**src/logic/pviu_consts.vh**
```
// Constants of the prioritized vectored interrupt unit
`ifndef PVIU_CONSTS_VH
`define PVIU_CONSTS_VH

// Register offsets
`define PVIU_OFS_EXT0_CTRL   8'h98
`define PVIU_OFS_EXT1_CTRL   8'h99
`define PVIU_OFS_EXT_BASE    8'h9A
`define PVIU_OFS_INT_BASE    8'h9B
`define PVIU_OFS_PRI_STACK   8'h9C
`define PVIU_OFS_PENDING     8'h9D

// Reset values
`define PVIU_RST_CTRL        8'h00
`define PVIU_RST_BASE        8'h00
`define PVIU_RST_PRI_STACK   8'h00

// External control register fields
`define PVIU_PRI_HI          1
`define PVIU_PRI_LO          0
`define PVIU_PINA_HI         3
`define PVIU_PINA_LO         2
`define PVIU_PINB_HI         5
`define PVIU_PINB_LO         4
`define PVIU_CTRL_USED       8'h3F

// Source indices in fixed service order, first wins on a tie
`define PVIU_SRC_EXT1        4'h0
`define PVIU_SRC_EXT0        4'h1
`define PVIU_SRC_PERIODIC    4'h2
`define PVIU_SRC_TIMERB      4'h3
`define PVIU_SRC_TIMERA      4'h4
`define PVIU_SRC_SLAVE       4'h5
`define PVIU_SRC_SERA        4'h6
`define PVIU_SRC_SERB        4'h7
`define PVIU_SRC_SERC        4'h8
`define PVIU_SRC_SERD        4'h9
`define PVIU_NUM_SRC         10

// Catchers kept when an external is taken: {ext1B, ext0B, ext1A, ext0A}
`define PVIU_KEEP_EXT0       4'hA
`define PVIU_KEEP_EXT1       4'h5

// Fixed vector low bytes
`define PVIU_LOW_EXT0        8'h00
`define PVIU_LOW_EXT1        8'h10
`define PVIU_LOW_PERIODIC    8'h00
`define PVIU_LOW_SLAVE       8'h80
`define PVIU_LOW_TIMERA      8'hA0
`define PVIU_LOW_TIMERB      8'hB0
`define PVIU_LOW_SERA        8'hC0
`define PVIU_LOW_SERB        8'hD0
`define PVIU_LOW_SERC        8'hE0
`define PVIU_LOW_SERD        8'hF0
`define PVIU_LOW_RST10       8'h20
`define PVIU_LOW_RST18       8'h30
`define PVIU_LOW_RST20       8'h40
`define PVIU_LOW_RST28       8'h50
`define PVIU_LOW_RST38       8'h70

`endif

```
**src/logic/pviu_top.v**
```verilog
// Prioritized vectored interrupt unit: arbitration, vectors, edge catchers
`timescale 1ns/10ps
`include "pviu_consts.vh"

module pviu_top (
	input  wire        clk_sys,
	input  wire        rst,
	input  wire [7:0]  reg_addr,
	input  wire [7:0]  reg_wdata,
	input  wire        reg_wr,
	input  wire        reg_rd,
	output reg  [7:0]  reg_rdata,
	input  wire        porte_bit0,
	input  wire        porte_bit1,
	input  wire        porte_bit4,
	input  wire        porte_bit5,
	input  wire        periodic_req,
	input  wire [1:0]  periodic_pri,
	input  wire        timerb_req,
	input  wire [1:0]  timerb_pri,
	input  wire        timera_req,
	input  wire [1:0]  timera_pri,
	input  wire        slave_req,
	input  wire [1:0]  slave_pri,
	input  wire [3:0]  serial_req,
	input  wire [7:0]  serial_pri,
	input  wire        cpu_instr_end,
	input  wire        cpu_pri_restore,
	input  wire [2:0]  cpu_rst_sel,
	output wire [15:0] cpu_rst_vector,
	output reg         int_call,
	output reg  [15:0] int_vector,
	output reg  [3:0]  int_source,
	output wire [1:0]  cpu_priority
);

	// Pin order inside the catcher vectors: {bit5, bit4, bit1, bit0}
	localparam NPIN = 4;

	reg  [7:0]      ext0_control_reg;
	reg  [7:0]      ext1_control_reg;
	reg  [7:0]      external_vector_base_reg;
	reg  [7:0]      internal_vector_base_reg;
	reg  [7:0]      priority_stack_register_reg;
	reg  [7:0]      priority_stack_next;
	reg  [NPIN-1:0] pin_s1_reg;
	reg  [NPIN-1:0] pin_s2_reg;
	reg  [NPIN-1:0] pin_s3_reg;
	reg  [NPIN-1:0] pin_level_reg;
	reg  [NPIN-1:0] catch_reg;
	reg  [NPIN-1:0] catch_next;
	reg  [NPIN-1:0] rise;
	reg  [NPIN-1:0] fall;
	reg  [NPIN-1:0] hit;
	wire [NPIN-1:0] pin_in;
	wire            external_request_zero;
	wire            external_request_one;
	reg  [`PVIU_NUM_SRC-1:0] src_req;
	reg  [1:0]      src_pri [0:`PVIU_NUM_SRC-1];
	reg  [1:0]      best_pri;
	reg  [3:0]      best_src;
	reg             best_found;
	reg  [7:0]      rdata_next;
	wire            take_now;
	wire            wr_stack;
	integer         i;
	integer         j;

	// Edge enable test on a two-bit field: bit 1 rising, bit 0 falling
	function edge_hit;
		input [1:0] field;
		input       r;
		input       f;
		begin
			edge_hit = (field[1] & r) | (field[0] & f);
		end
	endfunction

	// Fixed low byte of each source
	function [7:0] low_byte;
		input [3:0] src;
		begin
			case (src)
			`PVIU_SRC_EXT1:     low_byte = `PVIU_LOW_EXT1;
			`PVIU_SRC_EXT0:     low_byte = `PVIU_LOW_EXT0;
			`PVIU_SRC_PERIODIC: low_byte = `PVIU_LOW_PERIODIC;
			`PVIU_SRC_TIMERB:   low_byte = `PVIU_LOW_TIMERB;
			`PVIU_SRC_TIMERA:   low_byte = `PVIU_LOW_TIMERA;
			`PVIU_SRC_SLAVE:    low_byte = `PVIU_LOW_SLAVE;
			`PVIU_SRC_SERA:     low_byte = `PVIU_LOW_SERA;
			`PVIU_SRC_SERB:     low_byte = `PVIU_LOW_SERB;
			`PVIU_SRC_SERC:     low_byte = `PVIU_LOW_SERC;
			default:            low_byte = `PVIU_LOW_SERD;
			endcase
		end
	endfunction

	assign pin_in = {porte_bit5, porte_bit4, porte_bit1, porte_bit0};
	assign cpu_priority = priority_stack_register_reg[1:0];

	// Restart instructions share the internal base table
	function [7:0] rst_low;
		input [2:0] sel;
		begin
			case (sel)
			3'h0:    rst_low = `PVIU_LOW_RST10;
			3'h1:    rst_low = `PVIU_LOW_RST18;
			3'h2:    rst_low = `PVIU_LOW_RST20;
			3'h3:    rst_low = `PVIU_LOW_RST28;
			default: rst_low = `PVIU_LOW_RST38;
			endcase
		end
	endfunction

	assign cpu_rst_vector = {internal_vector_base_reg,
		rst_low(cpu_rst_sel)};

	// Externals draw their high byte from their own base register
	function is_ext;
		input [3:0] src;
		begin
			is_ext = (src == `PVIU_SRC_EXT0) ||
				(src == `PVIU_SRC_EXT1);
		end
	endfunction

	// Catchers kept by a take: only the taken external loses its pair
	function [NPIN-1:0] keep_mask;
		input [3:0] src;
		begin
			case (src)
			`PVIU_SRC_EXT0: keep_mask = `PVIU_KEEP_EXT0;
			`PVIU_SRC_EXT1: keep_mask = `PVIU_KEEP_EXT1;
			default:        keep_mask = {NPIN{1'b1}};
			endcase
		end
	endfunction

	// Pop copies the top pair down, so an emptied stack stays defined
	function [7:0] stack_pop;
		input [7:0] stk;
		begin
			stack_pop = {stk[7:6], stk[7:2]};
		end
	endfunction

	function [7:0] stack_push;
		input [7:0] stk;
		input [1:0] pri;
		begin
			stack_push = {stk[5:0], pri};
		end
	endfunction

	// Pins are asynchronous; a change counts once stages two and three agree.
	// Port pins driven by software come back through the same input path.
	always @(posedge clk_sys or posedge rst) begin
		if (rst) begin
			pin_s1_reg    <= {NPIN{1'b0}};
			pin_s2_reg    <= {NPIN{1'b0}};
			pin_s3_reg    <= {NPIN{1'b0}};
			pin_level_reg <= {NPIN{1'b0}};
		end else begin
			pin_s1_reg <= pin_in;
			pin_s2_reg <= pin_s1_reg;
			pin_s3_reg <= pin_s2_reg;
			for (i = 0; i < NPIN; i = i + 1) begin
				if (pin_s2_reg[i] == pin_s3_reg[i])
					pin_level_reg[i] <= pin_s3_reg[i];
			end
		end
	end

	// Edge detection per pin with the field of its own catcher
	always @* begin
		rise = pin_s3_reg & ~pin_level_reg & (pin_s2_reg ~^ pin_s3_reg);
		fall = ~pin_s3_reg & pin_level_reg & (pin_s2_reg ~^ pin_s3_reg);
		hit[0] = edge_hit(ext0_control_reg[`PVIU_PINA_HI:`PVIU_PINA_LO],
			rise[0], fall[0]);
		hit[1] = edge_hit(ext1_control_reg[`PVIU_PINA_HI:`PVIU_PINA_LO],
			rise[1], fall[1]);
		hit[2] = edge_hit(ext0_control_reg[`PVIU_PINB_HI:`PVIU_PINB_LO],
			rise[2], fall[2]);
		hit[3] = edge_hit(ext1_control_reg[`PVIU_PINB_HI:`PVIU_PINB_LO],
			rise[3], fall[3]);
	end

	// Two catchers share one request; either one raises it
	assign external_request_zero = catch_reg[0] | catch_reg[2];
	assign external_request_one  = catch_reg[1] | catch_reg[3];

	// Source table in fixed service order
	always @* begin
		src_req[`PVIU_SRC_EXT1]     = external_request_one;
		src_pri[`PVIU_SRC_EXT1]     = ext1_control_reg[`PVIU_PRI_HI:
			`PVIU_PRI_LO];
		src_req[`PVIU_SRC_EXT0]     = external_request_zero;
		src_pri[`PVIU_SRC_EXT0]     = ext0_control_reg[`PVIU_PRI_HI:
			`PVIU_PRI_LO];
		// Peripheral latches are levels; each source drops its own
		src_req[`PVIU_SRC_PERIODIC] = periodic_req;
		src_pri[`PVIU_SRC_PERIODIC] = periodic_pri;
		src_req[`PVIU_SRC_TIMERB]   = timerb_req;
		src_pri[`PVIU_SRC_TIMERB]   = timerb_pri;
		src_req[`PVIU_SRC_TIMERA]   = timera_req;
		src_pri[`PVIU_SRC_TIMERA]   = timera_pri;
		src_req[`PVIU_SRC_SLAVE]    = slave_req;
		src_pri[`PVIU_SRC_SLAVE]    = slave_pri;
		src_req[`PVIU_SRC_SERA]     = serial_req[0];
		src_pri[`PVIU_SRC_SERA]     = serial_pri[1:0];
		src_req[`PVIU_SRC_SERB]     = serial_req[1];
		src_pri[`PVIU_SRC_SERB]     = serial_pri[3:2];
		src_req[`PVIU_SRC_SERC]     = serial_req[2];
		src_pri[`PVIU_SRC_SERC]     = serial_pri[5:4];
		src_req[`PVIU_SRC_SERD]     = serial_req[3];
		src_pri[`PVIU_SRC_SERD]     = serial_pri[7:6];
	end

	// Arbiter: starting from the current priority, only a strictly higher
	// level replaces the pick, so the earlier source keeps a tie.
	// A priority of zero never beats anything, which disables the source.
	always @* begin
		best_pri   = priority_stack_register_reg[1:0];
		best_src   = `PVIU_SRC_EXT1;
		best_found = 1'b0;
		for (j = 0; j < `PVIU_NUM_SRC; j = j + 1) begin
			if (src_req[j] && src_pri[j] > best_pri) begin
				best_pri   = src_pri[j];
				best_src   = j[3:0];
				best_found = 1'b1;
			end
		end
	end

	// A take needs an instruction boundary and a winning request
	assign take_now = cpu_instr_end & best_found;
	assign wr_stack = reg_wr && (reg_addr == `PVIU_OFS_PRI_STACK);

	// Priority stack: restore pops first, then a take pushes; a software
	// write of the same cycle beats both
	always @* begin
		priority_stack_next = priority_stack_register_reg;
		if (cpu_pri_restore)
			priority_stack_next = stack_pop(priority_stack_next);
		if (take_now)
			priority_stack_next = stack_push(priority_stack_next,
				best_pri);
		if (wr_stack)
			priority_stack_next = reg_wdata;
	end

	always @(posedge clk_sys or posedge rst) begin
		if (rst) begin
			priority_stack_register_reg <= `PVIU_RST_PRI_STACK;
		end else begin
			priority_stack_register_reg <= priority_stack_next;
		end
	end

	// Catchers: a new edge outweighs the clear of the same cycle, so an
	// edge arriving at the take is not lost
	always @* begin
		catch_next = catch_reg;
		if (take_now)
			catch_next = catch_next & keep_mask(best_src);
		catch_next = catch_next | hit;
	end

	always @(posedge clk_sys or posedge rst) begin
		if (rst) begin
			catch_reg <= {NPIN{1'b0}};
		end else begin
			catch_reg <= catch_next;
		end
	end

	// Interrupt take, latched only at an instruction boundary
	always @(posedge clk_sys or posedge rst) begin
		if (rst) begin
			int_call   <= 1'b0;
			int_vector <= 16'h0000;
			int_source <= 4'h0;
		end else begin
			int_call <= take_now;
			// A request withdrawn before this edge is simply not seen
			if (take_now) begin
				int_source <= best_src;
				if (is_ext(best_src))
					int_vector <= {external_vector_base_reg,
						low_byte(best_src)};
				else
					int_vector <= {internal_vector_base_reg,
						low_byte(best_src)};
			end
		end
	end

	// Register writes; unused control bits are dropped so they read 0
	always @(posedge clk_sys or posedge rst) begin
		if (rst) begin
			ext0_control_reg <= `PVIU_RST_CTRL;
		end else if (reg_wr && reg_addr == `PVIU_OFS_EXT0_CTRL) begin
			ext0_control_reg <= reg_wdata & `PVIU_CTRL_USED;
		end
	end

	always @(posedge clk_sys or posedge rst) begin
		if (rst) begin
			ext1_control_reg <= `PVIU_RST_CTRL;
		end else if (reg_wr && reg_addr == `PVIU_OFS_EXT1_CTRL) begin
			ext1_control_reg <= reg_wdata & `PVIU_CTRL_USED;
		end
	end

	always @(posedge clk_sys or posedge rst) begin
		if (rst) begin
			external_vector_base_reg <= `PVIU_RST_BASE;
		end else if (reg_wr && reg_addr == `PVIU_OFS_EXT_BASE) begin
			external_vector_base_reg <= reg_wdata;
		end
	end

	always @(posedge clk_sys or posedge rst) begin
		if (rst) begin
			internal_vector_base_reg <= `PVIU_RST_BASE;
		end else if (reg_wr && reg_addr == `PVIU_OFS_INT_BASE) begin
			internal_vector_base_reg <= reg_wdata;
		end
	end

	// Register reads; pending view has no side effect on the catchers
	always @* begin
		case (reg_addr)
		`PVIU_OFS_EXT0_CTRL: rdata_next = ext0_control_reg;
		`PVIU_OFS_EXT1_CTRL: rdata_next = ext1_control_reg;
		`PVIU_OFS_EXT_BASE:  rdata_next = external_vector_base_reg;
		`PVIU_OFS_INT_BASE:  rdata_next = internal_vector_base_reg;
		`PVIU_OFS_PRI_STACK: rdata_next = priority_stack_register_reg;
		`PVIU_OFS_PENDING:   rdata_next = {4'h0, catch_reg};
		default:             rdata_next = 8'h00;
		endcase
	end

	always @(posedge clk_sys or posedge rst) begin
		if (rst)
			reg_rdata <= 8'h00;
		else if (reg_rd)
			reg_rdata <= rdata_next;
		else
			reg_rdata <= 8'h00;
	end

endmodule

```
**config.mk**
```make
export PLATFORM = sky130hd
export DESIGN_NAME = pviu_top
export DESIGN_NICKNAME = d
export VERILOG_FILES = /design/src/logic/pviu_top.v
export VERILOG_INCLUDE_DIRS = /design/src /design/src/logic
export SDC_FILE = /design/constraint.sdc
export NUM_CORES = 1
export LEC_CHECK = 0
export BUFFER_PORTS_ARGS = -buffer_cell sky130_fd_sc_hd__buf_2
export CAP_MARGIN = 5
export CORE_MARGIN = 2
export CORE_UTILIZATION = 35
export DETAILED_ROUTE_END_ITERATION = 16
export SYNTH_ARGS = -nofsm -noshare
export SYNTH_HDL_FRONTEND = slang
export SYNTH_SLANG_ARGS = --single-unit
```
**constraint.sdc**
```tcl
create_clock -name clk_sys -period 22.6 [get_ports clk_sys]
set_input_delay 1.13 -clock clk_sys [delete_from_list [all_inputs] [get_ports clk_sys]]
set_output_delay 1.13 -clock clk_sys [all_outputs]
set_load 0.1 [all_outputs]
```
==> out/metrics.csv, run 1 <==
stage;metric;value;unit
run_status;status;completed;
timing;Tightest Pin Transition;1.02;ns
synth;post-synthesis cell count;436;
detailed_routing;DRT Wirelength;11600;µm
timing;Setup WS post-layout;9.36;ns
detailed_routing;DRC;0;
synth;Async SR Flop Fraction;100;%
global_routing;Global Route Usage Sum;17.1;%
cts;postcts setup bufs;0;
cts;post_cts resized;0;
synth;Area contributors post-synth;dfrtp_1 (44%), mux2_2 (8.1%), mux2i_1 (5.0%);
layout;fin util;43.2;%
detailed_routing;WL per Instance;16.5;µm
detailed_routing;Pre-Repair DR Iteration Count;5;
pwr;LEAKAGE;0.00269;µW
timing;Hold Vio Cnt, Final;0;
die;DIE AREA;0.0140;mm²
place;DP Worst Slack;9.42;ns
cts;hold_buf cts;0;
detailed_routing;Antenna Nets Post-Route;0;
timing;slew margin rel.;32.1;%
layout;Net count, final;595;
synth;Synth Warn #;0;
cts;# H-tree levels;3;
die;Die Ht;118;µm
synth;Mean Syn Cell Area;10.5;µm²
timing;Final Max Tran Viols;0;
global_routing;vias in the first global route;3603;
layout;share of cells above drive strength 1;31.2;%
critical_path;slowest stage delay, CP;0.61;ns
layout;final instance area;0.00547;mm²
critical_path;Worst setup SP type;flip-flop;
pwr;Cell Pwr Density;139;mW/mm²
timing;Tcrit/Tclk final;58.6;%
critical_path;Slowest cell on crit path;or4_1;
timing;post-layout minimum cycle time;13.24;ns
synth;Netlist cell types;70;
detailed_routing;met1 WL;5300;µm
cts;Root Driver;clkbuf_16;
die;Initial Utilization;36.1;%
global_routing;total gr overflow;0;
timing;fmax;75.5;MHz
pwr;Tot Pwr;763;µW
place;# port buffers;90;
synth;Post-synth EDFFs;0;
place;DPL Wire Length;8780;µm
synth;register area share after synthesis;44.3;%
detailed_routing;top routing layer in use;met4;
detailed_routing;DRT iter0 DRCs;259;
worst_hold_path;Hold Path Class;reg2reg;
timing;Final Setup Violations;0;
detailed_routing;via count;3669;
synth;Cell Area, Synth;0.00458;mm²
layout;Top reg by flops;int_vector;
synth;Post-synth top flop;dfrtp_1;
critical_path;crit path max fanout;8;
critical_path;CP endpoint kind;flip-flop;
job;max cap viols;0;
cts;clock slew at reported path FFs;0.06;ns
detailed_routing;WL met2;5470;µm
place;RD Place Congestion;0.844;
cts;CTS sink count;81;
die;area of the core;0.0127;mm²
layout;Largest register FFs;12;
global_routing;first-pass GRT wire length;18900;µm
die;num ports;100;
synth;FF+latch count, synth;81;
place;placed cell area;0.00516;mm²
critical_path;critical path class;reg2reg;
critical_path;required time worst endpoint;22.82;ns
layout;ant diodes;0;
critical_path;most used cell, CP;ha_1;
timing;RSZ-0062 raised after global routing;false;
die;# rows;41;
cts;buffer depth of the longest clock path;2;
layout;area delta synth->final;19.6;%
global_routing;largest net degree at the start of global routing;82;
pwr;Worst VDD drop;0.0735;mV
synth;post-synth top area share;44.3;%
die;chip width;118;µm
critical_path;Worst EP arrival;13.46;ns
timing;Max Clock Skew;0.00586;ns
synth;cell taking the most area after synthesis;dfrtp_1;
global_routing;antenna violations before repair;0;
timing;Setup TNS;0;ns
detailed_routing;met3 WL;692;µm
cts;Clock Latency Late Sink;0.34;ns
detailed_routing;Vias/cell;5.21;
cts;TritonCTS Buffers;9;
cts;TritonCTS clock tree;yes;
cell families after synthesis:
| kind of cell | synth area share [%] |
|---|---|
| muxes | 14.8 |
| and+or+nand+nor | 16.8 |
| buffers and inverters | 4.51 |
| adders and majority gates | 5.66 |
| AOI/OAI and AO/OA | 13.9 |
| DFF | 44.3 |
| other | 0.0819 |
cells in the mapped netlist (5+ instances only):
cell and count:
o21ai_0 23, nor4bb_1 5, inv_1 20, buf_4 11, nor2_1 39, a21oi_1 12, nand3_1 8, mux2_2 33
or2_2 5, nand2_1 45, a211o_1 5, clkbuf_1 7, mux2i_1 23, ha_1 15, dfrtp_1 81, nand3b_1 6
maj3_1 6
where the power goes:
part	total [µW]	switching (µW)	leakage (µW)	internal [µW]
combinational	423	289	0.00148	134
sequential	191	20.5	0.00105	171
clock	148	53.9	0.000153	94.4
cells in the final DEF, fill, tap and decap left out, types with 3 or more instances in the layout:
master	synthesis	layout
buf_2	1	90
or2_2	5	5
and2_1	3	3
a21o_1	4	4
a211o_1	5	5
dfrtp_1	81	81
a22o_1	4	4
a22oi_1	3	3
nand3_1	8	8
o22ai_1	3	3
nor2b_1	3	3
nor3_1	3	3
a31oi_1	4	4
maj3_1	6	6
a21oi_1	12	12
nor3b_1	3	3
conb_1	1	9
mux2i_1	23	23
clkbuf_16	0	9
nor4bb_1	5	5
nand3b_1	6	6
inv_1	20	19
o21ai_0	23	23
nor2_1	39	39
nand2_1	45	45
nand2b_1	3	3
and4b_1	4	4
nand4_1	4	4
mux2_2	33	33
ha_1	15	15
clkbuf_8	0	3
critical path, delay by kind of cell, from the launching register on:
family / cells / cell delay (ns)
compound gates: 18 / 3.82
fa+ha+maj: 14 / 4.08
buf+inv: 2 / 0.17
simple gates: 28 / 4.24
mux: 1 / 0.40
flops: 1 / 0.42
area by class of cell:
cell class / instances / area, µm²
fill: 1255 / 7200
multi-input combinational: 322 / 2370
sequential: 81 / 2030
timing repair buffer: 92 / 465
clock buffer: 14 / 274
tap: 172 / 215
inverter: 21 / 82.6
clock inverter: 2 / 35.0
metrics by stage:
step | std cells | hold WS [ns]
6_report | 704 | 0.351
5_1_grt | 704 | 0.363
4_1_cts | 704 | 0.353
3_5_place_dp | 688 | 0.340
3_3_place_gp | 688 | 0.333
2_1_floorplan | 444 | 0.331
final timing paths:
| check | startpoint | to | slack (ns) | depth (start not counted) |
|---|---|---|---|---|
| max | priority_stack_register_reg[1]$_DFF_PP0_ | catch_reg[2]$_DFF_PP0_ | 9.36 | 63 |
| min | pin_s1_reg[1]$_DFF_PP0_ | pin_s2_reg[1]$_DFF_PP0_ | 0.35 | 0 |
| max reg2reg | priority_stack_register_reg[1]$_DFF_PP0_ | catch_reg[2]$_DFF_PP0_ | 9.36 | 63 |
| min reg2reg | pin_s1_reg[1]$_DFF_PP0_ | pin_s2_reg[1]$_DFF_PP0_ | 0.35 | 0 |
| max in group asynchronous | rst | pin_s3_reg[1]$_DFF_PP0_ | 20.84 | 3 |
| min in group asynchronous | rst | int_vector[14]$_DFFE_PP0N_ | 1.10 | 3 |
per-layer routing:
| layer | global-route usage (%) | up-vias |
|---|---|---|
| met3 | 4.25 | 10 |
| met1 | 22.8 | 1784 |
| met4 | 4.37 | 0 |
| met5 | 0 | - |
| met2 | 27.7 | 133 |
| li1 | - | 1742 |
Power figures use the tool's default switching activity.
==> inputs of run 2 (changes only) <==
- ABC_AREA: not set -> 1
- clock period: 22.6 -> 10.9 ns (I/O delays scaled with it)
==> run 2 against run 1 <==
Combinational power up 150%. Sequential share of layout area down 1.7 points. Clock-buffer cell count down 3. Critical path depth up 14. Critical endpoint is now catch_reg[3]$_DFF_PP0_. Largest power group unchanged.
==> out/metrics.csv, run 2 <==
stage;metric;value;unit
run_status;status;completed;
timing;Hold Vio Cnt, Final;0;
critical_path;Buffers & Inverters on Critical Path;9;
timing;Final Max Tran Viols;0;
synth;Netlist cell types;37;
place;placed cell area;0.00513;mm²
detailed_routing;DRC;0;
critical_path;Slowest cell on crit path;dfrtp_2;
pwr;Cell Pwr Density;305;mW/mm²
die;chip width;118;µm
detailed_routing;WL per Instance;13.7;µm
layout;register area;0.00203;mm²
worst_hold_path;Hold Path Stages;1;
detailed_routing;Pre-Repair DR Iteration Count;4;
synth;Commonest cells post-synth;nand2_1 (169), inv_1 (100), dfrtp_1 (81);
timing;WHS;0.312;ns
critical_path;CP endpoint kind;flip-flop;
cts;Clock Latency Late Sink;0.34;ns
timing;slew margin rel.;31.6;%
synth;Post-synth EDFFs;0;
synth;register area share after synthesis;44.6;%
synth;Post-synth top flop;dfrtp_1;
layout;Largest register FFs;12;
critical_path;required time worst endpoint;11.11;ns
pwr;LEAKAGE;0.00305;µW
cts;Root Driver;clkbuf_16;
worst_hold_path;Worst Hold Launch;porte_bit1;
cts;CTS sink count;81;
global_routing;Global Route Usage Sum;17.3;%
cts;clock slew at reported path FFs;0.06;ns
place;# port buffers;90;
pwr;Tot Pwr;1750;µW
layout;Net count, final;775;
detailed_routing;DRT Wirelength;12100;µm
timing;fmax;96.9;MHz
critical_path;Reg-to-Reg End;catch_reg[3]$_DFF_PP0_;
global_routing;first-pass GRT wire length;19200;µm
critical_path;Critical R2R Launch;priority_stack_register_reg[0]$_DFF_PP0_;
critical_path;CP top delay family;simple AND/OR/NAND/NOR gates;
critical_path;most used cell, CP;nand2_2;
timing;Max Clock Skew;0.00845;ns
critical_path;r2r setup slk;0.58;ns
worst_hold_path;Hold Path End;pin_s1_reg[1]$_DFF_PP0_;
critical_path;R2R depth;77;
synth;cell taking the most area after synthesis;dfrtp_1;
synth;Area contributors post-synth;dfrtp_1 (45%), nand2_1 (14%), inv_1 (8.3%);
global_routing;vias in the first global route;3882;
global_routing;antenna violations before repair;0;
synth;Synth Warn #;0;
global_routing;total gr overflow;0;
critical_path;crit path max fanout;6;
layout;fin cells;884;
cts;buffer depth of the longest clock path;2;
place;RD Place Congestion;0.863;
worst_hold_path;Hold Path Class;in2reg;
timing;Tightest Pin Transition;1.03;ns
die;# rows;41;
cts;hold_buf cts;0;
critical_path;slowest stage delay, CP;0.41;ns
synth;Mean Syn Cell Area;7.61;µm²
job;max cap viols;0;
layout;area of the multi-input gates;0.00222;mm²
timing;Setup TNS;0;ns
synth;post-synth top area share;44.6;%
layout;share of cells above drive strength 1;26.5;%
place;Placed Cells;851;
layout;most common cell after layout, fill and taps aside;nand2_1;
detailed_routing;Antenna Nets Post-Route;0;
die;DIE AREA;0.0139;mm²
layout;most frequent cells in the layout;nand2_1 (159), inv_1 (93), buf_2 (90);
layout;final instance area;0.00575;mm²
timing;Final Setup Violations;0;
detailed_routing;DRT iter0 DRCs;243;
layout;Layout fillers;1268;
synth;Cell Area, Synth;0.00454;mm²
detailed_routing;Vias/cell;4.71;
layout;Top reg by flops;int_vector;
cts;TritonCTS Buffers;9;
die;num ports;100;
pwr;Worst VDD drop;0.0957;mV
critical_path;Worst setup SP type;flip-flop;
layout;ant diodes;0;
critical_path;Worst EP arrival;10.53;ns
layout;area delta synth->final;26.5;%
synth;Async SR Flop Fraction;100;%
detailed_routing;via count;4164;
synth;FF+latch count, synth;81;
cts;TritonCTS clock tree;yes;
synth;post-synthesis cell count;597;
place;DPL Wire Length;9000;µm
die;Initial Utilization;35.9;%
cts;# H-tree levels;3;
critical_path;critical path class;reg2reg;
synth;most numerous cell in the Yosys netlist;nand2_1;
timing;Tcrit/Tclk final;94.6;%
die;Die Ht;118;µm
global_routing;largest net degree at the start of global routing;82;
die;area of the core;0.0127;mm²
timing;post-layout minimum cycle time;10.32;ns
==> run 2: changes by cell type after synthesis, moves of 5 or more <==
cell | previous run | this run
nand2_1 | 45 | 169
inv_1 | 20 | 100
nand3_1 | 8 | 49
mux2_2 | 33 | 0
o21ai_0 | 23 | 50
mux2i_1 | 23 | 1
nor2_1 | 39 | 20
o21ai_1 | 2 | 9
maj3_1 | 6 | 0
nand4_1 | 4 | 10
a211o_1 | 5 | 0
nor4bb_1 | 5 | 0
==> run 2: routing by layer <==
layer  wire length [µm]  GRT usage [%]
met5                  0              0
met1               5660           23.0
met4                140           5.87
met3                539           4.02
met2               5800           27.6
==> run 2: through the flow <==
step	worst slack (ns)	util, %
floorplan	0.952	-
global placement	0.421	40.5
detailed placement	-0.0416	40.5
CTS	0.0489	42.9
global route	-0.181	45.4
finish	0.584	45.4
==> run 2: cells by family after synthesis <==
kind of cell               synth area share (%)
DFF                                        44.6
muxes                                     0.220
adders and majority gates                  4.13
and+or+nand+nor                            27.8
AOI/OAI and AO/OA                          11.7
buffers and inverters                      11.5
other                                    0.0825
==> run 2: what timing repair did <==
item	CTS	global route
setup endpoints to repair	8	29
setup buffers	0	16
pin swaps	0	24
gates cloned	0	1
gates resized for setup	3	46
==> run 2: layout make-up <==
class	count	area share, %
clock buffer	11	4.05
inverter	101	6.66
multi-input combinational	404	38.6
tap	172	3.74
timing repair buffer	110	10.5
clock inverter	5	1.09
sequential	81	35.3
==> run 2: how the worst max path moves through the flow <==
stage	startpoint	slack, ns	to	cells after the start
finish	priority_stack_register_reg[0]$_DFF_PP0_	0.58	catch_reg[3]$_DFF_PP0_	77
floorplan	priority_stack_register_reg[1]$_DFF_PP0_	0.95	int_vector[10]$_DFFE_PP0N_	82
global placement	priority_stack_register_reg[0]$_DFF_PP0_	0.42	int_vector[15]$_DFFE_PP0N_	80
detailed placement	priority_stack_register_reg[1]$_DFF_PP0_	-0.04	int_vector[12]$_DFFE_PP0N_	82
CTS	priority_stack_register_reg[1]$_DFF_PP0_	0.05	catch_reg[3]$_DFF_PP0_	80
global route	ext1_control_reg[0]$_DFFE_PP0P_	-0.18	catch_reg[3]$_DFF_PP0_	80
==> run 2: where the power goes <==
part	switching [µW]	leakage [µW]	internal [µW]
clock network	123	0.000137	179
logic	728	0.00187	326
registers	35.7	0.00104	360
total	887	0.00305	865
